==> src/sas_defs.svh <==
// Constants of the serial converter sequencer: timing counts, step numbers, widths
`ifndef SAS_DEFS_SVH
`define SAS_DEFS_SVH

// Core clock and internal conversion clock rates
`define SAS_CORE_HZ        50000000
`define SAS_CK_HZ          400000
// Core cycles per internal clock tick
`define SAS_CK_DIV         (`SAS_CORE_HZ / `SAS_CK_HZ)

// Conversion cycle shape: 14 steps of 4 internal clocks
`define SAS_STEPS          14
`define SAS_PHASES         4
`define SAS_FIRST_BIT_STEP 5
`define SAS_LAST_BIT_STEP  12
`define SAS_FINAL_STEP     13

// Internal clocks to wait after chip select falls
`define SAS_CS_WAIT_TICKS  5

// Data widths and buffer depth
`define SAS_RESULT_W       8
`define SAS_ADDR_W         2
`define SAS_FIFO_DEPTH     8

// Reset values
`define SAS_RESULT_RST     8'h00
`define SAS_CHAN_RST       2'h0

`endif

==> src/sas_pkg.sv <==
// Types and helper functions of the serial converter sequencer
`include "sas_defs.svh"

package sas_pkg;

  // Link side state, one-hot
  typedef enum logic [3:0] {
    SAS_IDLE = 4'b0001,
    SAS_WAIT = 4'b0010,
    SAS_XFER = 4'b0100,
    SAS_CONV = 4'b1000
  } sas_state_t;

  typedef logic [`SAS_RESULT_W-1:0] sas_result_t;
  typedef logic [`SAS_ADDR_W-1:0]   sas_chan_t;
  typedef logic [3:0]               sas_step_t;

  // Rising edge between a previous and a current sample
  function automatic logic sas_rise(input logic prev, input logic cur);
    return cur & ~prev;
  endfunction

  // Falling edge between a previous and a current sample
  function automatic logic sas_fall(input logic prev, input logic cur);
    return prev & ~cur;
  endfunction

  // Result bit under trial in a given step, MSB first
  function automatic logic [2:0] sas_bit_of(input sas_step_t step);
    sas_step_t d;
    d = 4'(`SAS_LAST_BIT_STEP) - step;
    return d[2:0];
  endfunction

endpackage

==> src/sas_fifo.sv <==
// Small synchronous FIFO with valid/ready on both sides
`timescale 1ns/1ps
`default_nettype none

module sas_fifo #(
  parameter int WIDTH = 8,
  parameter int DEPTH = 8
) (
  // Clock and reset
  input  wire logic             core_clk,
  input  wire logic             reset,
  // Filling side
  input  wire logic             in_valid,
  output logic                  in_ready,
  input  wire logic [WIDTH-1:0] in_data,
  // Draining side
  output logic                  out_valid,
  input  wire logic             out_ready,
  output logic      [WIDTH-1:0] out_data
);

  localparam int AW = $clog2(DEPTH);

  logic [WIDTH-1:0] mem [DEPTH];
  logic [AW:0]      wr_ptr;
  logic [AW:0]      rd_ptr;
  logic             push;
  logic             pop;

  // Full when pointers differ only in the wrap bit
  assign in_ready  = !((wr_ptr[AW] != rd_ptr[AW]) && (wr_ptr[AW-1:0] == rd_ptr[AW-1:0]));
  assign out_valid = (wr_ptr != rd_ptr);
  assign push      = in_valid && in_ready;
  assign pop       = out_valid && out_ready;
  assign out_data  = mem[rd_ptr[AW-1:0]];

  // Storage write
  always_ff @(posedge core_clk) begin
    if (push) begin
      mem[wr_ptr[AW-1:0]] <= in_data;
    end
  end

  // Pointer update
  always_ff @(posedge core_clk or posedge reset) begin
    if (reset) begin
      wr_ptr <= '0;
      rd_ptr <= '0;
    end else begin
      if (push) begin
        wr_ptr <= wr_ptr + 1'b1;
      end
      if (pop) begin
        rd_ptr <= rd_ptr + 1'b1;
      end
    end
  end

endmodule // sas_fifo

`default_nettype wire

==> src/sas_top.sv <==
// Sequencer and serial link of an 8-bit successive-approximation converter
//
// Operation
// - Host shifts two address bits in, then strobes latch; latched value picks input.
// - Each 8-bit result leaves serially on an open-collector output pin.
// - All serial bit transfers are timed by the host's shift clock only.
// - Chip select rising starts a conversion cycle.
// - Final step loads result into output shift register, next cycle starts at once.
// - End-of-conversion goes low at final step of first conversion after rise.
// - Chip select low holds sequencer and end-of-conversion in reset.
// - Serial, clock and latch activity ignored while chip select is high.
// - Five internal clocks after select falls before data; host waits likewise.
// - A conversion is 14 steps of 4 internal clocks, 56 in total.
// - Input above reference gives an all-ones result.
// - New address accepted while the previous result is shifted out.
// - Address bit0/bit1: LL input 0, HL input 1, LH input 2, HH input 3.
// - Chip select ending the exchange releases the output pin.
`timescale 1ns/1ps
`default_nettype none
`include "sas_defs.svh"

module sas_top (
  // Clock and reset
  input  wire logic                  core_clk,
  input  wire logic                  reset,
  // Serial link pins
  input  wire logic                  cs_n,
  input  wire logic                  shift_clk,
  input  wire logic                  serial_in,
  input  wire logic                  channel_latch_strobe,
  output logic                       serial_out,
  output logic                       serial_out_oe,
  output logic                       eoc_n,
  // Analog front end
  output logic                       analog_input_0,
  output logic                       analog_input_1,
  output logic                       analog_input_2,
  output logic                       analog_input_3,
  output sas_pkg::sas_result_t       dac_code,
  input  wire logic                  comparator_high,
  input  wire logic                  over_reference,
  // Result stream
  output logic                       result_valid,
  input  wire logic                  result_ready,
  output sas_pkg::sas_result_t       result_data,
  output logic                       capture_ready
);
  import sas_pkg::*;

  localparam logic [7:0] CK_DIV   = 8'(`SAS_CK_DIV);
  localparam sas_step_t  FINAL    = 4'(`SAS_FINAL_STEP);
  localparam sas_step_t  FIRST_B  = 4'(`SAS_FIRST_BIT_STEP);
  localparam sas_step_t  LAST_B   = 4'(`SAS_LAST_BIT_STEP);
  localparam logic [1:0] LAST_PH  = 2'(`SAS_PHASES - 1);
  localparam logic [2:0] WAIT_TK  = 3'(`SAS_CS_WAIT_TICKS);

  //////////////////////////////////////////////////////////////////////////////
  // Input synchronisers

  logic [1:0] cs_sync;
  logic [1:0] sck_sync;
  logic [1:0] si_sync;
  logic [1:0] stb_sync;
  logic [1:0] cmp_sync;
  logic [1:0] ovr_sync;
  logic       cs_prev;
  logic       sck_prev;
  logic       stb_prev;

  // Two flops on every pin input; resets idle chip select high
  always_ff @(posedge core_clk or posedge reset) begin
    if (reset) begin
      cs_sync  <= 2'h3;
      sck_sync <= 2'h3;
      si_sync  <= 2'h0;
      stb_sync <= 2'h0;
      cmp_sync <= 2'h0;
      ovr_sync <= 2'h0;
    end else begin
      cs_sync  <= {cs_sync[0], cs_n};
      sck_sync <= {sck_sync[0], shift_clk};
      si_sync  <= {si_sync[0], serial_in};
      stb_sync <= {stb_sync[0], channel_latch_strobe};
      cmp_sync <= {cmp_sync[0], comparator_high};
      ovr_sync <= {ovr_sync[0], over_reference};
    end
  end

  // Previous samples for edge finding
  always_ff @(posedge core_clk or posedge reset) begin
    if (reset) begin
      cs_prev  <= 1'b1;
      sck_prev <= 1'b1;
      stb_prev <= 1'b0;
    end else begin
      cs_prev  <= cs_sync[1];
      sck_prev <= sck_sync[1];
      stb_prev <= stb_sync[1];
    end
  end

  logic cs_rise;
  logic cs_fall;
  logic sck_rise;
  logic sck_fall;
  logic stb_rise;

  assign cs_rise  = sas_rise(cs_prev, cs_sync[1]);
  assign cs_fall  = sas_fall(cs_prev, cs_sync[1]);
  assign sck_rise = sas_rise(sck_prev, sck_sync[1]);
  assign sck_fall = sas_fall(sck_prev, sck_sync[1]);
  assign stb_rise = sas_rise(stb_prev, stb_sync[1]);

  //////////////////////////////////////////////////////////////////////////////
  // Internal clock divider

  logic [7:0] div_cnt;
  logic       tick;

  assign tick = (div_cnt == CK_DIV - 8'h01);

  // Restarted on each chip select edge so timing counts from the edge
  always_ff @(posedge core_clk or posedge reset) begin
    if (reset) begin
      div_cnt <= 8'h00;
    end else if (cs_rise || cs_fall || tick) begin
      div_cnt <= 8'h00;
    end else begin
      div_cnt <= div_cnt + 8'h01;
    end
  end

  //////////////////////////////////////////////////////////////////////////////
  // Link state machine

  sas_state_t state;
  sas_state_t next_state;
  logic [2:0] wait_cnt;

  // Next state from chip select and the wait count
  always_comb begin
    next_state = state;
    case (state)
      SAS_IDLE: begin
        if (cs_rise) next_state = SAS_CONV;
        else if (cs_fall) next_state = SAS_WAIT;
      end
      SAS_CONV: begin
        if (cs_fall) next_state = SAS_WAIT;
      end
      SAS_WAIT: begin
        if (cs_rise) next_state = SAS_CONV;
        else if (tick && wait_cnt == WAIT_TK - 3'h1) next_state = SAS_XFER;
      end
      SAS_XFER: begin
        if (cs_rise) next_state = SAS_CONV;
      end
      default: next_state = SAS_IDLE;
    endcase
  end

  // State register
  always_ff @(posedge core_clk or posedge reset) begin
    if (reset) begin
      state <= SAS_IDLE;
    end else begin
      state <= next_state;
    end
  end

  // Count internal clocks after chip select falls
  always_ff @(posedge core_clk or posedge reset) begin
    if (reset) begin
      wait_cnt <= 3'h0;
    end else if (state != SAS_WAIT || cs_rise) begin
      wait_cnt <= 3'h0;
    end else if (tick) begin
      wait_cnt <= wait_cnt + 3'h1;
    end
  end

  //////////////////////////////////////////////////////////////////////////////
  // Conversion sequencer

  sas_step_t  step;
  logic [1:0] phase;
  logic       running;
  logic       step_end;
  logic       conv_done;
  logic       first_done;

  assign running   = (state == SAS_CONV) && !cs_fall;
  assign step_end  = running && tick && (phase == LAST_PH);
  assign conv_done = step_end && (step == FINAL);

  // 14 steps of 4 internal clocks; held at zero while select is low
  always_ff @(posedge core_clk or posedge reset) begin
    if (reset) begin
      step  <= 4'h0;
      phase <= 2'h0;
    end else if (!running) begin
      step  <= 4'h0;
      phase <= 2'h0;
    end else if (tick) begin
      phase <= phase + 2'h1;
      if (phase == LAST_PH) begin
        step <= (step == FINAL) ? 4'h0 : step + 4'h1;
      end
    end
  end

  // Trial code: set bit at step start, keep or drop at step end
  always_ff @(posedge core_clk or posedge reset) begin
    if (reset) begin
      dac_code <= `SAS_RESULT_RST;
    end else if (!running) begin
      dac_code <= `SAS_RESULT_RST;
    end else if (tick && step >= FIRST_B && step <= LAST_B) begin
      if (phase == 2'h0) begin
        dac_code[sas_bit_of(step)] <= 1'b1;
      end else if (phase == LAST_PH) begin
        dac_code[sas_bit_of(step)] <= cmp_sync[1];
      end
    end else if (conv_done) begin
      dac_code <= `SAS_RESULT_RST;
    end
  end

  sas_result_t conv_result;

  assign conv_result = ovr_sync[1] ? {`SAS_RESULT_W{1'b1}} : dac_code;

  // End of conversion: low after first cycle, reset while select low
  always_ff @(posedge core_clk or posedge reset) begin
    if (reset) begin
      first_done <= 1'b0;
    end else if (!cs_sync[1]) begin
      first_done <= 1'b0;
    end else if (conv_done) begin
      first_done <= 1'b1;
    end
  end

  assign eoc_n = !first_done;

  //////////////////////////////////////////////////////////////////////////////
  // Result buffer toward the on-chip consumer

  sas_fifo #(
    .WIDTH (`SAS_RESULT_W),
    .DEPTH (`SAS_FIFO_DEPTH)
  ) u_fifo (
    .core_clk  (core_clk),
    .reset     (reset),
    .in_valid  (conv_done),
    .in_ready  (capture_ready),
    .in_data   (conv_result),
    .out_valid (result_valid),
    .out_ready (result_ready),
    .out_data  (result_data)
  );

  //////////////////////////////////////////////////////////////////////////////
  // Serial exchange

  sas_result_t out_shift;
  sas_chan_t   addr_shift;
  sas_chan_t   channel;
  logic        xfer;

  assign xfer = (state == SAS_XFER) && cs_sync[1] == 1'b0;

  // Output shift register: newest result, then MSB first per falling edge
  always_ff @(posedge core_clk or posedge reset) begin
    if (reset) begin
      out_shift <= `SAS_RESULT_RST;
    end else if (conv_done) begin
      out_shift <= conv_result;
    end else if (xfer && sck_fall) begin
      out_shift <= {out_shift[`SAS_RESULT_W-2:0], 1'b1};
    end
  end

  // Address shift register, bit0 first on rising edges
  always_ff @(posedge core_clk or posedge reset) begin
    if (reset) begin
      addr_shift <= `SAS_CHAN_RST;
    end else if (xfer && sck_rise) begin
      addr_shift <= {si_sync[1], addr_shift[1]};
    end
  end

  // Channel latch on strobe rise, only inside an exchange
  always_ff @(posedge core_clk or posedge reset) begin
    if (reset) begin
      channel <= `SAS_CHAN_RST;
    end else if (xfer && stb_rise) begin
      channel <= addr_shift;
    end
  end

  // Multiplexer select from latched channel
  always_ff @(posedge core_clk or posedge reset) begin
    if (reset) begin
      analog_input_0 <= 1'b1;
      analog_input_1 <= 1'b0;
      analog_input_2 <= 1'b0;
      analog_input_3 <= 1'b0;
    end else begin
      analog_input_0 <= (channel == 2'h0);
      analog_input_1 <= (channel == 2'h1);
      analog_input_2 <= (channel == 2'h2);
      analog_input_3 <= (channel == 2'h3);
    end
  end

  // Open-collector output: only ever pulls low, released outside exchange
  always_ff @(posedge core_clk or posedge reset) begin
    if (reset) begin
      serial_out_oe <= 1'b0;
    end else if (xfer && !cs_rise) begin
      serial_out_oe <= !out_shift[`SAS_RESULT_W-1];
    end else begin
      serial_out_oe <= 1'b0;
    end
  end

  assign serial_out = 1'b0;

endmodule // sas_top

`default_nettype wire

==> config.mk <==
export PLATFORM = sky130hd
export DESIGN_NAME = sas_top
export DESIGN_NICKNAME = d
export VERILOG_FILES = /design/src/sas_pkg.sv /design/src/sas_fifo.sv /design/src/sas_top.sv
export VERILOG_INCLUDE_DIRS = /design/src /design/src/src
export SDC_FILE = /design/constraint.sdc
export NUM_CORES = 1
export LEC_CHECK = 0
export BUFFER_PORTS_ARGS = -buffer_cell sky130_fd_sc_hd__buf_4
export CORE_MARGIN = 10
export CORE_UTILIZATION = 53
export DETAILED_ROUTE_END_ITERATION = 10
export PLACE_DENSITY = 0.8
export REMOVE_ABC_BUFFERS = 1
export SETUP_SLACK_MARGIN = 0.15
export SLEW_MARGIN = 20
export SYNTH_ARGS = -nofsm -noshare
export SYNTH_HDL_FRONTEND = slang
export SYNTH_SLANG_ARGS = --single-unit
==> constraint.sdc <==
create_clock -name core_clk -period 3.1 [get_ports core_clk]
set_input_delay 0.62 -clock core_clk [delete_from_list [all_inputs] [get_ports core_clk]]
set_output_delay 0.62 -clock core_clk [all_outputs]
set_load 0.02 [all_outputs]
==> results of run 1 <==
==> final cells by class <==
type	count	area, µm²
Clock inverter	15	154
Tap cell	140	175
Clock buffer	17	414
Timing Repair Buffer	43	327
Multi-Input combinational cell	251	1990
Sequential cell	134	3680
Inverter	18	67.6
Fill cell	775	3990
==> synth_stat cells (5+ instances only) <==
| cell | number |
|---|---|
| a21oi_1 | 10 |
| and3_1 | 6 |
| buf_2 | 5 |
| clkbuf_1 | 9 |
| dfrtp_1 | 62 |
| dfstp_2 | 8 |
| edfxtp_1 | 64 |
| ha_1 | 13 |
| inv_1 | 18 |
| mux2_2 | 13 |
| mux2i_1 | 5 |
| mux4_2 | 16 |
| nand2_1 | 18 |
| nand2b_1 | 7 |
| nand3_1 | 14 |
| nand3b_1 | 5 |
| nor2_1 | 29 |
| nor2b_1 | 5 |
| nor3_1 | 11 |
| o21ai_0 | 12 |
| o22ai_1 | 7 |
| or2_2 | 9 |
| xnor2_1 | 8 |
| xor2_1 | 13 |
==> registers in the layout, indices dropped and copies added, names as in the netlist, 2 cells and up <==
register       cells
u_fifo.mem        64
div_cnt            8
u_fifo.wr_ptr      4
ovr_sync           2
cs_sync            2
phase              2
state              4
sck_sync           2
u_fifo.rd_ptr      4
step               4
wait_cnt           3
channel            2
si_sync            2
addr_shift         2
stb_sync           2
out_shift          8
dac_code           8
cmp_sync           2
==> cells by family (layout without fill, tap and decap cells) <==
family	after synthesis	count (layout)	share of synthesized area
AOI/OAI and AO/OA	47	47	0.0504
xor gates and xnor gates	21	21	0.0316
adders and majority gates	13	13	0.0279
buffers and inverters	36	93	0.0275
DFF	134	134	0.632
muxes	35	35	0.0974
other	1	1	0.000643
and+or+nand+nor	134	134	0.133
==> metrics by stage <==
stage	instance area [µm²]	cells	setup slack [ns]	util	hold slack (ns)
after global placement	6230	586	0.752	0.578	0.332
after floorplan	5740	403	0.447	-	0.331
after global routing	6810	618	0.199	0.631	0.182
after detailed placement	6230	586	0.719	0.578	0.336
final	6810	618	0.299	0.631	0.202
after CTS	6800	618	0.171	0.630	0.184
==> power by group <==
part	internal [W]	leakage [nW]	switching (W)
Clock	0.00115	0.274	0.000756
Combinational	0.0000512	0.948	0.0000919
Sequential	0.00190	1.50	0.0000400
Total	0.00310	2.72	0.000888
==> worst max-delay path, cell delays in order (launching register included) <==
cell     delay, ns
dfrtp_1       0.39
buf_6         0.28
mux4_2        0.55
mux2_2        0.29
buf_4         0.16
==> path summary, 6_finish.rpt <==
kind                                    endpoint  slack, ns  cells past startpoint
worst min register to register        si_sync[1]       0.35                      0
min in group asynchronous         analog_input_2       0.37                      3
worst max register to register  u_fifo.mem[7][5]       0.71                      5
worst max-delay path              result_data[3]       0.30                      4
max in group asynchronous       u_fifo.rd_ptr[2]       2.16                      3
worst min-delay path                 cmp_sync[0]       0.20                      1
==> per-layer routing <==
metal  routed length, µm  vias up  GRT usage
li1                    -     1635          -
met1                4490     1759      0.172
met2                5940       81      0.259
met3                 482       15     0.0391
met4                 164        0     0.0562
met5                   0        -          0
==> repair_timing <==
action,4_1_cts,5_1_grt
gates resized for setup,0,2
endpoints found under the setup margin,0,9
buffers inserted,0,0
==> results.yml, run 1 <==
detailed_routing:
  drc: 0
  vias: 3490
  first_pass_iters: 4
  ant_nets: 0
  wl_per_cell_um: 17.9
  drtIter0Drc: 280
  via_per_inst: 5.65
  drt-total-wl_mm: 11.1
floorplanning:
  die_area_um2: 15600
  core_um2: 10800
  chipWidth_um: 125
  die_h_um: 125
  row_count: 38
  start_util: 0.540
  boundaryPins: 34
clock_network:
  cts_tree: "done"
  clockRootBuffer: "clkbuf_8"
  path_clk_slew_ns: 0.07
  insertion_delay_ns: 0.52
  htreeDepth: 4
  clockBufferDepth: 2
  ctsHoldBuffers: 0
  clock_sinks: 134
  cts_buffers: 17
global_routing:
  antenna_found_initial: 0
  grt_overflow: 0
  track_usage: 0.149
  grt_pass1_vias: 3700
  grt_max_degree: 71
  grt_pass1_wl_mm: 19.0
timing:
  rsz0062_at_grt: "no"
  fin_crit_ns: 2.80
  max-slew-margin-rel: 0.437
  fin_tns_setup_ns: 0
  tightest_slew_ns: 0.845
  max_freq_ghz: 0.357
  finalMaxSlewViolations: 0
  period_share: 0.904
  finalSetupViolations: 0
  hold_viol: 0
  finalClockSkew_ns: 0.00956
critical_path:
  critPathMaxFanout: 19
  arrival_ns: 2.18
  crit_type: "register to output pin"
  startpoint: "u_fifo.rd_ptr[0]"
  cp.required_ns: 2.48
  reg2reg_from: "cs_sync[1]"
  startpoint_type: "register"
  crit_path_end_kind: "output pin"
cells_and_area:
  mostFrequentLayoutCells: "edfxtp_1 (64), dfrtp_1 (61), buf_4 (42)"
  layout_commonest_cell: "edfxtp_1"
  drive_gt1_frac: 0.272
  syn_to_final_growth_pct: 16.8
  antenna_cells: 0
  nets: 487
power:
  vdd_drop_max_mv: 0.317
  power.density_nw_per_um2: 586
  p_leak_nw: 2.72
  fin_total_pwr_w: 0.00399
logic_synthesis:
  syn_avg_cell_area_um2: 13.8
  ys_ff_latch: 134
  yosys_warnings: 0
  yosysSeqAreaShare: 0.632
  synthDistinctLibCells: 60
  async_flop_share: 0.522
  synth.area.top_cells: "edfxtp_1 (33%), dfrtp_1 (27%), mux4_2 (6.2%), dfstp_2 (3.6%), ha_1 (2.8%)"
  synth_top_area_cell: "edfxtp_1"
  synth.top_cell.area_share: 0.330
  synth_ff_type: "edfxtp_1"
  netlist_area_um2: 5830
  synth-edff-count: 64
  netlist_instances: 421
hold_path:
  hp-class: "primary input to register"
  min_from: "comparator_high"
placed_design:
  dp_hpwl_mm: 7.24
  io_buffers: 32
  gp_congestion: 0.832
run_status:
  status: "finished, final reports clean"
flow_run:
  drv_cap: 0
Power figures use the tool's default switching activity.
==> run 2, diff against run 1 <==
--- a/config.mk
+++ b/config.mk
@@ -7,12 +7,15 @@
 export NUM_CORES = 1
 export LEC_CHECK = 0
 export BUFFER_PORTS_ARGS = -buffer_cell sky130_fd_sc_hd__buf_4
+export CELL_PAD_IN_SITES_DETAIL_PLACEMENT = 0
+export CELL_PAD_IN_SITES_GLOBAL_PLACEMENT = 1
 export CORE_MARGIN = 10
-export CORE_UTILIZATION = 53
+export CORE_UTILIZATION = 50
 export DETAILED_ROUTE_END_ITERATION = 10
-export PLACE_DENSITY = 0.8
+export PLACE_DENSITY = 0.87
 export REMOVE_ABC_BUFFERS = 1
 export SETUP_SLACK_MARGIN = 0.15
+export SKIP_LAST_GASP = 1
 export SLEW_MARGIN = 20
 export SYNTH_ARGS = -nofsm -noshare
 export SYNTH_HDL_FRONTEND = slang
==> results.yml, run 2 (synthesized netlist as in run 1, its figures left out) <==
detailed_routing:
  drtIter0Drc: 293
  vias: 3479
  via_per_inst: 5.58
  wl_per_cell_um: 18.4
  drt-total-wl_mm: 11.5
  first_pass_iters: 4
  drc: 0
  ant_nets: 0
power:
  comb_power_share: 0.036
  power.density_nw_per_um2: 594
  switchingPower_w: 0.000976
  p_seq_frac: 0.477
  vdd_drop_max_mv: 0.561
  p_leak_nw: 2.75
  p_sw_frac: 0.240
  p_clk_frac: 0.487
  internal_power_w: 0.00309
global_routing:
  grt_pass1_vias: 3699
  track_usage: 0.152
  grt_pass1_wl_mm: 19.3
  antenna_found_initial: 0
  grt_overflow: 0
  grt_max_degree: 43
cells_and_area:
  antenna_cells: 0
  stdcell_count: 623
  nets: 489
  syn_to_final_growth_pct: 17.5
  mostFrequentLayoutCells: "edfxtp_1 (64), dfrtp_1 (62), buf_4 (44)"
  fillCellCount: 908
  layout_commonest_cell: "edfxtp_1"
  largest_register_ff_count: 64
  drive_gt1_frac: 0.277
timing:
  max-slew-margin-rel: 0.499
  fin_tns_setup_ns: 0
  finalClockSkew_ns: 0.00811
  hold_viol: 0
  max_freq_ghz: 0.364
  fin_crit_ns: 2.75
  finalMaxSlewViolations: 0
  finalSetupViolations: 0
  rsz0062_at_grt: "no"
  tightest_slew_ns: 0.741
  period_share: 0.886
floorplanning:
  die_h_um: 128
  die_area_um2: 16400
  row_count: 39
  chipWidth_um: 128
  boundaryPins: 34
  core_um2: 11400
  start_util: 0.511
clock_network:
  clock_sinks: 134
  clockBufferDepth: 2
  ctsHoldBuffers: 0
  cts_buffers: 17
  cts_setup_buffers: 0
  insertion_delay_ns: 0.42
  cts_tree: "done"
  cts.repair.resized: 0
  path_clk_slew_ns: 0.06
  clockRootBuffer: "clkbuf_16"
  htreeDepth: 4
critical_path:
  path_cells: "xor2_1, or4_1, buf_4"
  startpoint_type: "register"
  arrival_ns: 2.13
  crit_path_end_kind: "output pin"
  cp.required_ns: 2.48
  cp_top_family: "flip-flops"
  path_buf_inv: 1
  slowest_delay_ns: 0.69
  rr_worst_depth: 8
  cp.depth: 3
  critPathMaxFanout: 11
  cpMaxStageDelayCell: "dfrtp_1"
  crit_type: "register to output pin"
placed_design:
  gp_congestion: 0.833
  dp.cells: 591
  dp_hpwl_mm: 8.12
  io_buffers: 32
flow_run:
  drv_cap: 0
run_status:
  status: "finished, final reports clean"
hold_path:
  hp-class: "primary input to asynchronous set/reset pin"
-- run 2: final timing paths --
check	from	to	slack, ns
hold / removal	reset	analog_input_2	0.28
min in group core_clk	comparator_high	cmp_sync[0]	0.30
max in group asynchronous	reset	sck_sync[0]	2.12
setup reg to reg	cs_sync[1]	u_fifo.mem[0][6]	0.63
setup / recovery	u_fifo.rd_ptr[2]	capture_ready	0.35
hold reg to reg	stb_sync[0]	stb_sync[1]	0.35
-- run 2: final cells by class --
| type | count | area, µm² | area share |
|---|---|---|---|
| flip-flops and latches | 134 | 3680 | 0.538 |
| multi-input cells | 251 | 1990 | 0.290 |
| clock buffers | 17 | 425 | 0.0621 |
| repair buffers | 45 | 350 | 0.0512 |
| well taps | 143 | 179 | 0.0261 |
| clock inverters | 15 | 158 | 0.0230 |
| inverters | 18 | 67.6 | 0.00986 |
-- run 2: per-layer routing --
layer	track usage	share of wire	vias up
met3	0.0434	0.037	16
li1	-	-	1634
met2	0.265	0.54	60
met4	0.0675	0.018	0
met1	0.168	0.41	1769
met5	0	0	-
-- run 2: per-stage QoR --
step / area [µm²] / total power, W / utilization / setup slack [ns] / hold WS (ns)
after CTS: 6850 / 0.00411 / 0.600 / 0.321 / 0.289
final: 6850 / 0.00407 / 0.600 / 0.353 / 0.283
after global placement: 6270 / 0.00211 / 0.549 / 0.684 / 0.336
after global routing: 6850 / 0.00422 / 0.600 / 0.258 / 0.291
after detailed placement: 6270 / 0.00212 / 0.549 / 0.627 / 0.344
after floorplan: 5740 / 0.00207 / - / 0.447 / 0.331
-- run 2: power by group through the flow --
stage	registers, W	logic [W]	clock network [W]
6_report	0.00194	0.000148	0.00198
5_1_grt	0.00195	0.000171	0.00210
4_1_cts	0.00194	0.000151	0.00201
3_5_place_dp	0.00198	0.000150	0
3_3_place_gp	0.00197	0.000144	0
2_1_floorplan	0.00197	0.000103	0
